**config.mk**
```make
export PLATFORM = sky130hd
export DESIGN_NAME = sleep_wakeup_control
export DESIGN_NICKNAME = d
export VERILOG_FILES = /design/src/rtl/sleep_wakeup_control_pkg.sv /design/src/rtl/sleep_wakeup_control.sv
export VERILOG_INCLUDE_DIRS = /design/src /design/src/rtl
export SDC_FILE = /design/constraint.sdc
export NUM_CORES = 1
export LEC_CHECK = 0
export BUFFER_PORTS_ARGS = -buffer_cell sky130_fd_sc_hd__buf_2
export CAP_MARGIN = 20
export CORE_ASPECT_RATIO = 1.25
export CORE_MARGIN = 2
export CORE_UTILIZATION = 48
export DETAILED_ROUTE_END_ITERATION = 8
export GPL_TIMING_DRIVEN = 0
export PLACE_DENSITY = 0.79
export SLEW_MARGIN = 40
export SYNTH_ARGS = -nofsm -noshare
export SYNTH_HDL_FRONTEND = slang
export SYNTH_SLANG_ARGS = --single-unit
export TNS_END_PERCENT = 5
```
**constraint.sdc**
```tcl
create_clock -name mclk -period 1.77 [get_ports mclk]
set_input_delay 0 -clock mclk [delete_from_list [all_inputs] [get_ports mclk]]
set_output_delay 0 -clock mclk [all_outputs]
set_load 0.005 [all_outputs]
```
**src/rtl/sleep_wakeup_control_regs.svh**
```systemverilog
// Register offsets, field positions and timing counts of the sleep and wake-up control
`ifndef SLEEP_WAKEUP_CONTROL_REGS_SVH
`define SLEEP_WAKEUP_CONTROL_REGS_SVH

// Register byte offsets
`define SWC_CTRL_OFF 12'h000
`define SWC_STAT_OFF 12'h004
`define SWC_IRQ_STAT_OFF 12'h008
`define SWC_IRQ_MASK_OFF 12'h00c
`define SWC_SRC_EN_OFF 12'h010
`define SWC_SRC_FLAG_OFF 12'h014

// Control register fields
`define SWC_CTRL_GIE 0
`define SWC_CTRL_WDT_EN 1
`define SWC_CTRL_T1_ASYNC 2
`define SWC_CTRL_ADC_RC 3

// Status register fields, matching the core status bits
`define SWC_STAT_PD 3
`define SWC_STAT_TO 4
`define SWC_STAT_ASLEEP 0

// Interrupt status fields
`define SWC_IRQ_SLEEP 0
`define SWC_IRQ_WAKE 1
`define SWC_IRQ_NOP 2

// Wake source count and bit positions
`define SWC_NSRC 11
`define SWC_SRC_INT 0
`define SWC_SRC_RBCHG 1
`define SWC_SRC_PSP 2
`define SWC_SRC_TIMER_ONE 3
`define SWC_SRC_CAPT 4
`define SWC_SRC_SPEV 5
`define SWC_SRC_SSP_SS 6
`define SWC_SRC_SSP_SL 7
`define SWC_SRC_USART 8
`define SWC_SRC_ADC 9
`define SWC_SRC_EE 10

// Interrupt vector address and oscillator restart time
`define SWC_VECTOR 13'h0004
`define SWC_OSC_START_NS 40
`define SWC_CLK_NS 4
`define SWC_OSC_CYCLES ((`SWC_OSC_START_NS + `SWC_CLK_NS - 1) / `SWC_CLK_NS)

`endif

```
**src/rtl/sleep_wakeup_control_pkg.sv**
```systemverilog
// Types of the sleep and wake-up control
package sleep_wakeup_control_pkg;
  typedef enum logic [3:0] {
    ST_RUN = 4'b0001,
    ST_SLEEP = 4'b0010,
    ST_OSC = 4'b0100,
    ST_RESUME = 4'b1000
  } state_e;
endpackage

```
**src/rtl/sleep_wakeup_control.sv**
```systemverilog
// Power-down entry and wake-up control with APB registers
//
// Our own choices: the register addresses and the APB interface to the registers.
`timescale 1ns/1ps
`include "sleep_wakeup_control_regs.svh"
// How it works
// - Halt instruction enters power-down
// - Entry clears watchdog, clears power-down, sets time-out
// - Port pins hold drive during power-down
// - Wake on reset, watchdog, or interrupt
// - Master clear resets; others continue execution
// - Power-down flag set at power-up
// - Watchdog wake with no interrupt wake in the same cycle clears time-out flag
// - Listed peripheral interrupts can wake device
// - Timer one wakes only when asynchronous
// - Converter wakes only with RC clock
// - Clocked peripherals cannot interrupt while asleep
// - Halt prefetches the next instruction
// - Individual enable gates wake; global ignored
// - Resume after halt, vector if global set
// - Pending interrupt makes halt a no-op
// - Interrupt during halt completes then wakes
module sleep_wakeup_control (
  // Clock and reset
  input wire logic mclk,
  input wire logic nrst,
  // APB slave
  input wire logic psel,
  input wire logic penable,
  input wire logic pwrite,
  input wire logic [11:0] paddr,
  input wire logic [31:0] pwdata,
  output logic [31:0] prdata,
  output logic pready,
  output logic pslverr,
  // Core instruction flow
  input wire logic halt_exec,
  input wire logic [12:0] core_pc,
  output logic core_stall,
  output logic prefetch_req,
  output logic [12:0] prefetch_addr,
  output logic vector_req,
  output logic [12:0] vector_addr,
  // Master clear pin, watchdog and clock driver
  input wire logic master_clear_pin,
  input wire logic watchdog_timeout,
  output logic watchdog_clear,
  output logic osc_enable,
  output logic device_reset,
  output logic port_hold,
  // Interrupt sources from clockless peripherals
  input wire logic [`SWC_NSRC-1:0] src_irq,
  // Interrupt to host
  output logic irq
);

  sleep_wakeup_control_pkg::state_e state;
  logic [`SWC_NSRC-1:0] src_en;
  logic [`SWC_NSRC-1:0] src_flag;
  logic global_interrupt_enable;
  logic wdt_en;
  logic t1_async;
  logic adc_rc;
  logic power_down_flag;
  logic time_out_flag;
  logic [2:0] irq_stat;
  logic [2:0] irq_mask;
  logic [7:0] osc_cnt;
  logic resume_vector;
  logic [2:0] master_clear_pin_sync;
  logic [2:0] wdt_sync;
  logic [`SWC_NSRC-1:0] src_s1;
  logic [`SWC_NSRC-1:0] src_s2;
  logic [`SWC_NSRC-1:0] src_s3;
  logic master_clear_pin_low;
  logic wdt_evt;
  logic [`SWC_NSRC-1:0] src_ok;
  logic [`SWC_NSRC-1:0] src_stable;
  logic wake_irq;
  logic wr_en;
  logic rd_en;
  logic mapped;
  logic [2:0] ev_set;
  // Agreement-filtered levels of the synchronised inputs
  logic master_clear_pin_level;
  logic wdt_level;
  logic [`SWC_NSRC-1:0] src_level;

  // Pins and peripherals come from outside the clock; three stages, change on agreement
  always_ff @(posedge mclk or negedge nrst) begin
    if (!nrst) begin
      master_clear_pin_sync <= 3'h7;
      wdt_sync <= 3'h0;
      src_s1 <= '0;
      src_s2 <= '0;
      src_s3 <= '0;
    end else begin
      master_clear_pin_sync <= {master_clear_pin_sync[1:0], master_clear_pin};
      wdt_sync <= {wdt_sync[1:0], watchdog_timeout};
      src_s1 <= src_irq;
      src_s2 <= src_s1;
      src_s3 <= src_s2;
    end
  end

  // A level changes only once stages two and three agree, so a glitch one clock
  // wide never reaches the sequencer; the price is one more clock of latency
  always_ff @(posedge mclk or negedge nrst) begin
    if (!nrst) begin
      master_clear_pin_level <= 1'b1;
      wdt_level <= 1'b0;
    end else begin
      if (master_clear_pin_sync[1] == master_clear_pin_sync[2]) begin
        master_clear_pin_level <= master_clear_pin_sync[2];
      end
      if (wdt_sync[1] == wdt_sync[2]) begin
        wdt_level <= wdt_sync[2];
      end
    end
  end

  // Same agreement filter for every peripheral flag
  generate
    for (genvar i = 0; i < `SWC_NSRC; i++) begin : g_filt
      always_ff @(posedge mclk or negedge nrst) begin
        if (!nrst) begin
          src_level[i] <= 1'b0;
        end else if (src_s2[i] == src_s3[i]) begin
          src_level[i] <= src_s3[i];
        end
      end
    end
  endgenerate

  // Filtered events as the sequencer sees them
  assign master_clear_pin_low = !master_clear_pin_level;
  assign wdt_evt = wdt_level && wdt_en;
  assign src_stable = src_level;

  // Qualify each source by its clocking condition and its enable
  generate
    for (genvar i = 0; i < `SWC_NSRC; i++) begin : g_src
      if (i == `SWC_SRC_TIMER_ONE || i == `SWC_SRC_SPEV) begin : g_t1
        assign src_ok[i] = src_flag[i] && src_en[i] && t1_async;
      end else if (i == `SWC_SRC_ADC) begin : g_adc
        assign src_ok[i] = src_flag[i] && src_en[i] && adc_rc;
      end else begin : g_other
        assign src_ok[i] = src_flag[i] && src_en[i];
      end
    end
  endgenerate

  // Global enable deliberately plays no part in the wake decision
  assign wake_irq = |src_ok;

  assign wr_en = psel && penable && pwrite;
  assign rd_en = psel && !penable && !pwrite;
  assign mapped = paddr == `SWC_CTRL_OFF || paddr == `SWC_STAT_OFF ||
                  paddr == `SWC_IRQ_STAT_OFF || paddr == `SWC_IRQ_MASK_OFF ||
                  paddr == `SWC_SRC_EN_OFF || paddr == `SWC_SRC_FLAG_OFF;

  // Source flags: hardware set wins over a write-one clear
  always_ff @(posedge mclk or negedge nrst) begin
    if (!nrst) begin
      src_flag <= '0;
    end else begin
      for (int i = 0; i < `SWC_NSRC; i++) begin
        if (src_stable[i]) begin
          src_flag[i] <= 1'b1;
        end else if (wr_en && paddr == `SWC_SRC_FLAG_OFF && pwdata[i]) begin
          src_flag[i] <= 1'b0;
        end
      end
    end
  end

  // Control and enable registers
  always_ff @(posedge mclk or negedge nrst) begin
    if (!nrst) begin
      global_interrupt_enable <= 1'b0;
      wdt_en <= 1'b0;
      t1_async <= 1'b0;
      adc_rc <= 1'b0;
      src_en <= '0;
      irq_mask <= 3'h0;
    end else if (wr_en) begin
      if (paddr == `SWC_CTRL_OFF) begin
        global_interrupt_enable <= pwdata[`SWC_CTRL_GIE];
        wdt_en <= pwdata[`SWC_CTRL_WDT_EN];
        t1_async <= pwdata[`SWC_CTRL_T1_ASYNC];
        adc_rc <= pwdata[`SWC_CTRL_ADC_RC];
      end
      if (paddr == `SWC_SRC_EN_OFF) begin
        src_en <= pwdata[`SWC_NSRC-1:0];
      end
      if (paddr == `SWC_IRQ_MASK_OFF) begin
        irq_mask <= pwdata[2:0];
      end
    end
  end

  // Sleep sequencer; master clear overrides every state
  always_ff @(posedge mclk or negedge nrst) begin
    if (!nrst) begin
      state <= sleep_wakeup_control_pkg::ST_RUN;
      osc_cnt <= 8'h00;
      resume_vector <= 1'b0;
      ev_set <= 3'h0;
    end else begin
      ev_set <= 3'h0;
      if (master_clear_pin_low) begin
        state <= sleep_wakeup_control_pkg::ST_RUN;
      end else begin
        unique case (state)
          sleep_wakeup_control_pkg::ST_RUN: begin
            if (halt_exec && wake_irq) begin
              ev_set[`SWC_IRQ_NOP] <= 1'b1;
            end else if (halt_exec) begin
              state <= sleep_wakeup_control_pkg::ST_SLEEP;
              ev_set[`SWC_IRQ_SLEEP] <= 1'b1;
            end
          end
          sleep_wakeup_control_pkg::ST_SLEEP: begin
            // Halt already complete, so a late interrupt wakes at once
            if (wake_irq || wdt_evt) begin
              state <= sleep_wakeup_control_pkg::ST_OSC;
              resume_vector <= wake_irq && global_interrupt_enable;
              osc_cnt <= 8'(`SWC_OSC_CYCLES);
              ev_set[`SWC_IRQ_WAKE] <= 1'b1;
            end
          end
          sleep_wakeup_control_pkg::ST_OSC: begin
            // Core stays stalled until the driver has run for its start time
            if (osc_cnt == 8'h01) begin
              state <= sleep_wakeup_control_pkg::ST_RESUME;
            end
            osc_cnt <= osc_cnt - 8'h01;
          end
          sleep_wakeup_control_pkg::ST_RESUME: begin
            state <= sleep_wakeup_control_pkg::ST_RUN;
          end
          default: begin
            state <= sleep_wakeup_control_pkg::ST_RUN;
          end
        endcase
      end
    end
  end

  // Core-facing outputs, all registered
  always_ff @(posedge mclk or negedge nrst) begin
    if (!nrst) begin
      core_stall <= 1'b0;
      prefetch_req <= 1'b0;
      prefetch_addr <= 13'h0000;
      vector_req <= 1'b0;
      vector_addr <= 13'h0000;
      watchdog_clear <= 1'b0;
      osc_enable <= 1'b1;
      device_reset <= 1'b1;
      port_hold <= 1'b0;
    end else begin
      device_reset <= mclk_reset_level(master_clear_pin_low);
      prefetch_req <= halt_exec && state == sleep_wakeup_control_pkg::ST_RUN;
      if (halt_exec) begin
        prefetch_addr <= core_pc + 13'h0001;
      end
      // Clear only on a real entry; a no-op halt leaves the watchdog alone
      watchdog_clear <= halt_exec && !wake_irq && wdt_en && !master_clear_pin_low &&
                        state == sleep_wakeup_control_pkg::ST_RUN;
      if (master_clear_pin_low) begin
        osc_enable <= 1'b1;
        core_stall <= 1'b0;
        port_hold <= 1'b0;
        vector_req <= 1'b0;
      end else begin
        osc_enable <= !(state == sleep_wakeup_control_pkg::ST_SLEEP &&
                        !(wake_irq || wdt_evt)) &&
                      !(state == sleep_wakeup_control_pkg::ST_RUN && halt_exec &&
                        !wake_irq);
        core_stall <= (state == sleep_wakeup_control_pkg::ST_RUN && halt_exec && !wake_irq) ||
                      state == sleep_wakeup_control_pkg::ST_SLEEP ||
                      (state == sleep_wakeup_control_pkg::ST_OSC && osc_cnt != 8'h01);
        // Pins keep their last drive; the port logic freezes on this level
        port_hold <= (state == sleep_wakeup_control_pkg::ST_RUN && halt_exec && !wake_irq) ||
                     state == sleep_wakeup_control_pkg::ST_SLEEP;
        // Vector after the instruction following the halt has run
        vector_req <= state == sleep_wakeup_control_pkg::ST_RESUME && resume_vector;
      end
      vector_addr <= `SWC_VECTOR;
    end
  end

  function automatic logic mclk_reset_level(input logic low);
    mclk_reset_level = low;
  endfunction

  // Status flags; master clear leaves them as they are so firmware can see the cause
  always_ff @(posedge mclk or negedge nrst) begin
    if (!nrst) begin
      power_down_flag <= 1'b1;
      time_out_flag <= 1'b1;
    end else if (!master_clear_pin_low) begin
      if (state == sleep_wakeup_control_pkg::ST_RUN && halt_exec && !wake_irq) begin
        power_down_flag <= 1'b0;
        time_out_flag <= 1'b1;
      end else if (state == sleep_wakeup_control_pkg::ST_SLEEP && wdt_evt && !wake_irq) begin
        time_out_flag <= 1'b0;
      end
    end
  end

  // Sticky event bits, write one to clear, set wins
  always_ff @(posedge mclk or negedge nrst) begin
    if (!nrst) begin
      irq_stat <= 3'h0;
    end else begin
      for (int i = 0; i < 3; i++) begin
        if (ev_set[i]) begin
          irq_stat[i] <= 1'b1;
        end else if (wr_en && paddr == `SWC_IRQ_STAT_OFF && pwdata[i]) begin
          irq_stat[i] <= 1'b0;
        end
      end
    end
  end

  // One level interrupt, high while an unmasked event bit is set
  always_ff @(posedge mclk or negedge nrst) begin
    if (!nrst) begin
      irq <= 1'b0;
    end else begin
      irq <= |(irq_stat & irq_mask);
    end
  end

  // APB: read data captured in setup, ready in access; one wait-free access phase
  always_ff @(posedge mclk or negedge nrst) begin
    if (!nrst) begin
      prdata <= 32'h00000000;
      pready <= 1'b0;
      pslverr <= 1'b0;
    end else begin
      pready <= psel && !penable;
      pslverr <= psel && !penable && !mapped;
      if (rd_en) begin
        prdata <= 32'h00000000;
        if (paddr == `SWC_CTRL_OFF) begin
          prdata[3:0] <= {adc_rc, t1_async, wdt_en, global_interrupt_enable};
        end
        if (paddr == `SWC_STAT_OFF) begin
          prdata[`SWC_STAT_PD] <= power_down_flag;
          prdata[`SWC_STAT_TO] <= time_out_flag;
          prdata[`SWC_STAT_ASLEEP] <= state == sleep_wakeup_control_pkg::ST_SLEEP;
        end
        if (paddr == `SWC_IRQ_STAT_OFF) begin
          prdata[2:0] <= irq_stat;
        end
        if (paddr == `SWC_IRQ_MASK_OFF) begin
          prdata[2:0] <= irq_mask;
        end
        if (paddr == `SWC_SRC_EN_OFF) begin
          prdata[`SWC_NSRC-1:0] <= src_en;
        end
        if (paddr == `SWC_SRC_FLAG_OFF) begin
          prdata[`SWC_NSRC-1:0] <= src_flag;
        end
      end
    end
  end

endmodule // sleep_wakeup_control

```
# After elaboration in Yosys (flattened, before gate mapping)
# Index checks and enable logic that the tools add are counted.
# Widths: inputs -> output; s select.
[totals] regBits=137 latchBits=0 ramBits=0 rom_bits=0 out_inout_bits=68 wordCells=239 n_memories=0
[op_classes] add_sub_neg=2 n_mul=0 div_mod_pow=0 magnitude_cmp=0 eq_ne=29 n_shift=0 mux=57 bitwise=1 reduce_logical=93
[ops] cell="$logic_and 1x1->1" n=50
[ops] cell="$mux 1" n=42
[ops] cell="$reduce_bool 2->1" n=16
[ops] cell="$eq 12x4->1 const B" n=2
[ops] cell="$eq 12x5->1 const B" n=2
[ops] cell="$mux 4" n=6
[ops] cell="$mux 11" n=2
[ops] cell="$pmux 8 s2" n=1
[ops] cell="$add 13x1->13 const B" n=1
[ops] cell="$eq 1x1->1" n=13
[ops] cell="$eq 12x3->1 const B" n=1
[ops] cell="$logic_not 12->1" n=1
[ops] cell="$ne 3x3->1 const B" n=4
[ops] cell="$pmux 4 s3" n=1
[ops] cell="$reduce_or 11->1" n=1
[ops] cell="$reduce_and 2->1" n=5
[ops] cell="$mux 3" n=3
[ops] cell="$eq 8x1->1 const B" n=1
[ops] cell="$logic_not 1->1" n=8
[ops] cell="$logic_or 1x1->1" n=8
[ops] cell="$mux 8" n=1
[ops] cell="$ne 8x1->1 const B" n=1
[ops] cell="$sub 8x1->8 const B" n=1
[ops] cell="$reduce_and 3->1" n=2
[ops] cell="9 further kinds" n=9

# Logic depth before layout (Yosys ltp)
[depth] depth_word=9 ltp_mapped=7 ltp_nobuf=6

# Worst setup path before layout
# Ideal clock, no wire load.
[synth_path] path_kind="register to register" from="reg state[1]" to="reg osc_cnt[5]" setup_time_ps=77 arrival_ps=1754 required_ps=1693 setup_slack_ps=-62 path_stages_with_launch=6 n_path_buf=0 period_less_slack_ps=1832 cell_sequence="dfrtp_1 -> nor3b_1 -> o21ai_2 -> or4_1 -> or3_1 -> a21oi_1"
[synth_via] elab_chain_cells=3 word_cells_on_any_way=6
[synth_lines] element="start: declaration" line_no="sleep_wakeup_control.sv:57" text="sleep_wakeup_control_pkg::state_e state;"
[synth_lines] element="start signal: assignment" line_no="sleep_wakeup_control.sv:205" text="state <= sleep_wakeup_control_pkg::ST_RUN;"
[synth_lines] element="start signal: assignment" line_no="sleep_wakeup_control.sv:212" text="state <= sleep_wakeup_control_pkg::ST_RUN;"
[synth_lines] element="start signal: assignment" line_no="sleep_wakeup_control.sv:219" text="state <= sleep_wakeup_control_pkg::ST_SLEEP;"
[synth_lines] element="$eq 4x2->1 / $eq 4x3->1 (equally long branches)" line_no="sleep_wakeup_control.sv:214" text="unique case (state)"
[synth_lines] element="$ne 2x2->1 (no source line) / $reduce_bool 2->1 (equally long branches)"
[synth_lines] element="$reduce_and 3->1 (no source line)"
[synth_lines] element="end signal: assignment" line_no="sleep_wakeup_control.sv:228" text="osc_cnt <= 8'(`SWC_OSC_CYCLES);"
[synth_lines] element="end signal: assignment" line_no="sleep_wakeup_control.sv:237" text="osc_cnt <= osc_cnt - 8'h01;"
[synth_lines] element="end: declaration" line_no="sleep_wakeup_control.sv:68" text="logic [7:0] osc_cnt;"
# Parallel ways exist; a longest one is shown, timed or not.
# A chain may end at the register's enable or synchronous reset.

# Worst setup path in the final report
[layout_path] from="reg state[2]" to="reg osc_cnt[7]"
# The elaborated chain is that of the path after synthesis.

==> flow_summary.toml <==
[route]
drt_iter0_markers = 245
totalWireLength_um = 12300
drc = 0
vias_per_cell = 5.17
dr.pass1.iters = 5
ant_nets = 0
routedWlPerCell_um = 15.2
vias = 4170

[synth]
syn_area_sq_mm = 0.00557
synth_cell_types = 50
yosysTopAreaCellShare = 0.575
synth-edff-count = 0
synth_ff_type = "dfrtp_1"
synth_most_common_cell = "dfrtp_1"
netlist_top_cells_count = "128 x dfrtp_1, 48 x nand2_1, 34 x buf_4"
ys_seq_area_frac = 0.617
async_flop_share = 1.00
synth-seq-cells = 137
yosys-top-cells-area = "dfrtp_1 58%, buf_4 4.6%, mux2_2 4.4%"
syn_avg_cell_area_sq_um = 11.9
synth_area_leader_cell = "dfrtp_1"
synthCells = 468
ys_warn_count = 0

[sta]
finalClockSkew_ns = 0.00564
fin_ws_ns = -0.117
max_freq_mhz = 530
finalCritPeriodShare = 1.07
tightest_slew_ns = 0.612
min_period_ns = 1.89
final_max_slew_viol_count = 0
finalSetupViolations = 3
finalHoldViolations = 0
holdWs_ns = 0.0226
rsz0062_at_grt = "true"
slew_headroom = 0.590

[die]
core-area_sq_mm = 0.0115
rows = 44
io_pins = 144
dieHeight_um = 124
die_area_sq_mm = 0.0125
die_w_um = 100
initial_core_util = 0.486

[cts]
cts.path.max_buffers = 2
cts.sinks = 137
clk_latency_ns = 0.41
cts_buffers = 17
root_buffer = "clkbuf_16"
clkSlewWorstSetupHoldPaths_ns = 0.06
cts_max_level = 4
cts_tree = "built"

[final_layout]
n_fill_cell = 865
syn_to_final_growth_pct = 33.8
multi_input_area_sq_mm = 0.00198
instances_no_fill = 806
final_nets = 734
antenna-diode-count = 0
seq_area_sq_mm = 0.00344
fin_util = 0.651
drive_gt1_frac = 0.317

[status]
violations = "negative setup slack"
status = "complete, but fails checks"

[worst_setup_path]
end_kind = "flip-flop"
startpoint_type = "flip-flop"
critPathRequiredTime_ns = 2.10
crit_fanout = 4
crit_type = "flip-flop to flip-flop"
crit_arrival_ns = 2.22
r2r_slack_ns = -0.12

[global_route]
grt_pass1_vias = 4372
grt_max_degree = 81
track_usage = 0.206
grt_overflow_total = 0
grt_pass1_wl_um = 20500
antenna_found_initial = 0

[place]
dp_hpwl_um = 8150
place_inst = 726
place_congestion = 0.875
portBuffers = 87

[run]
cap_viol_max_count = 0

[hold_path]
hold_path.class = "input pin to flip-flop"

[power]
power.density_mw_per_mm2 = 1010
vdd_drop_max_v = 0.000541
power.leakage_nw = 3.46
through the flow:
step           power, mW  setup WS, ns  setup TNS, ns  area [sq um]
2_1_floorplan       3.88       -0.0239        -0.0479          5700
3_3_place_gp        4.13         -1.03        -141.65          6310
3_5_place_dp        4.19        -0.454         -11.10          6350
4_1_cts             7.58        -0.114         -0.191          7430
5_1_grt             7.86        -0.207          -1.48          7450
6_report            7.54        -0.117         -0.230          7450
path summary, 6_finish.rpt:
path / start / end / depth (start not counted)
setup / recovery: state[2] / osc_cnt[7] / 6
hold / removal: core_pc[12] / prefetch_addr[12] / 3
setup reg to reg: state[2] / osc_cnt[7] / 6
hold reg to reg: src_s1[4] / src_s2[4] / 0
max in group asynchronous: nrst / src_s3[4] / 3
min in group asynchronous: nrst / vector_req / 2
worst max-delay path: stages (launching register included):
cell and delay, ns:
dfrtp_1 0.38, buf_6 0.13, nor3b_4 0.27, o21ai_4 0.10, or4_4 0.49, or3_1 0.32
a21oi_1 0.13
layout make-up:
cell class | instances | area share
sequential | 137 | 0.462
multi-input combinational | 306 | 0.266
timing repair buffer | 136 | 0.126
clock buffer | 22 | 0.0623
buffer | 46 | 0.0425
tap | 138 | 0.0232
clock inverter | 10 | 0.0128
inverter | 11 | 0.00554
what timing repair did:
item / in CTS / in global routing
resized for setup: 12 / 8
endpoints found under the setup margin: 19 / 24
hold buffers: 42 / 0
endpoints found under the hold margin: 198 / 0
pin swaps: 7 / 3
buffers inserted: 6 / 0
power breakdown:
part / leakage, nW / switching (mW) / internal (mW)
logic: 1.55 / 0.397 / 0.384
registers: 1.65 / 0.145 / 3.35
clock network: 0.259 / 1.26 / 2.00
total: 3.46 / 1.80 / 5.74
cells in the final DEF, fill, tap and decap left out, types with 4 or more instances in the layout:
| cell | instances |
|---|---|
| conb_1 | 34 |
| inv_1 | 10 |
| xnor2_1 | 6 |
| nor3_1 | 7 |
| buf_4 | 40 |
| and2_1 | 5 |
| dfstp_2 | 9 |
| nor2_1 | 27 |
| buf_2 | 87 |
| or3_1 | 4 |
| a21o_1 | 14 |
| nand3_1 | 13 |
| clkbuf_1 | 12 |
| dlygate4sd3_1 | 42 |
| nor4_2 | 4 |
| clkinvlp_4 | 5 |
| o31ai_1 | 4 |
| xor2_1 | 6 |
| o21ai_0 | 10 |
| or4_1 | 4 |
| dfrtp_1 | 126 |
| maj3_1 | 13 |
| o21ai_1 | 8 |
| mux2_2 | 22 |
| nand2_1 | 48 |
| nand4_1 | 5 |
| clkbuf_16 | 17 |
| a22oi_1 | 10 |
| and3_1 | 4 |
| a21oi_1 | 19 |
cells by family (layout without fill, tap and decap cells):
group	count (synthesis)	in the layout	share of synthesized area
other	2	34	0.00135
buffers and inverters	57	225	0.0629
multiplexers	24	24	0.0481
XOR/XNOR	12	12	0.0189
flip-flops	137	137	0.617
AO/OA/AOI/OAI	80	80	0.0943
AND/OR/NAND/NOR	140	140	0.127
adder cells (fa/ha/maj)	16	16	0.0301
flip-flops by register name (all words and copies together) (netlist names), 4 cells and up:
| signal | count |
|---|---|
| src_en | 11 |
| src_s2 | 11 |
| src_level | 11 |
| src_flag | 11 |
| src_s1 | 11 |
| prefetch_addr | 13 |
| src_s3 | 11 |
| state | 4 |
| prdata | 11 |
| osc_cnt | 8 |
routing by layer:
layer | track usage | share of wire | routed length (um) | up-vias
met3 | 0.0449 | 0.040 | 489 | 24
li1 | - | - | - | 1951
met4 | 0.0886 | 0.023 | 284 | 0
met1 | 0.252 | 0.41 | 4970 | 2068
met5 | 0 | 0 | 0 | -
met2 | 0.348 | 0.53 | 6530 | 127
No activity file was read; power rests on OpenSTA's default activity.
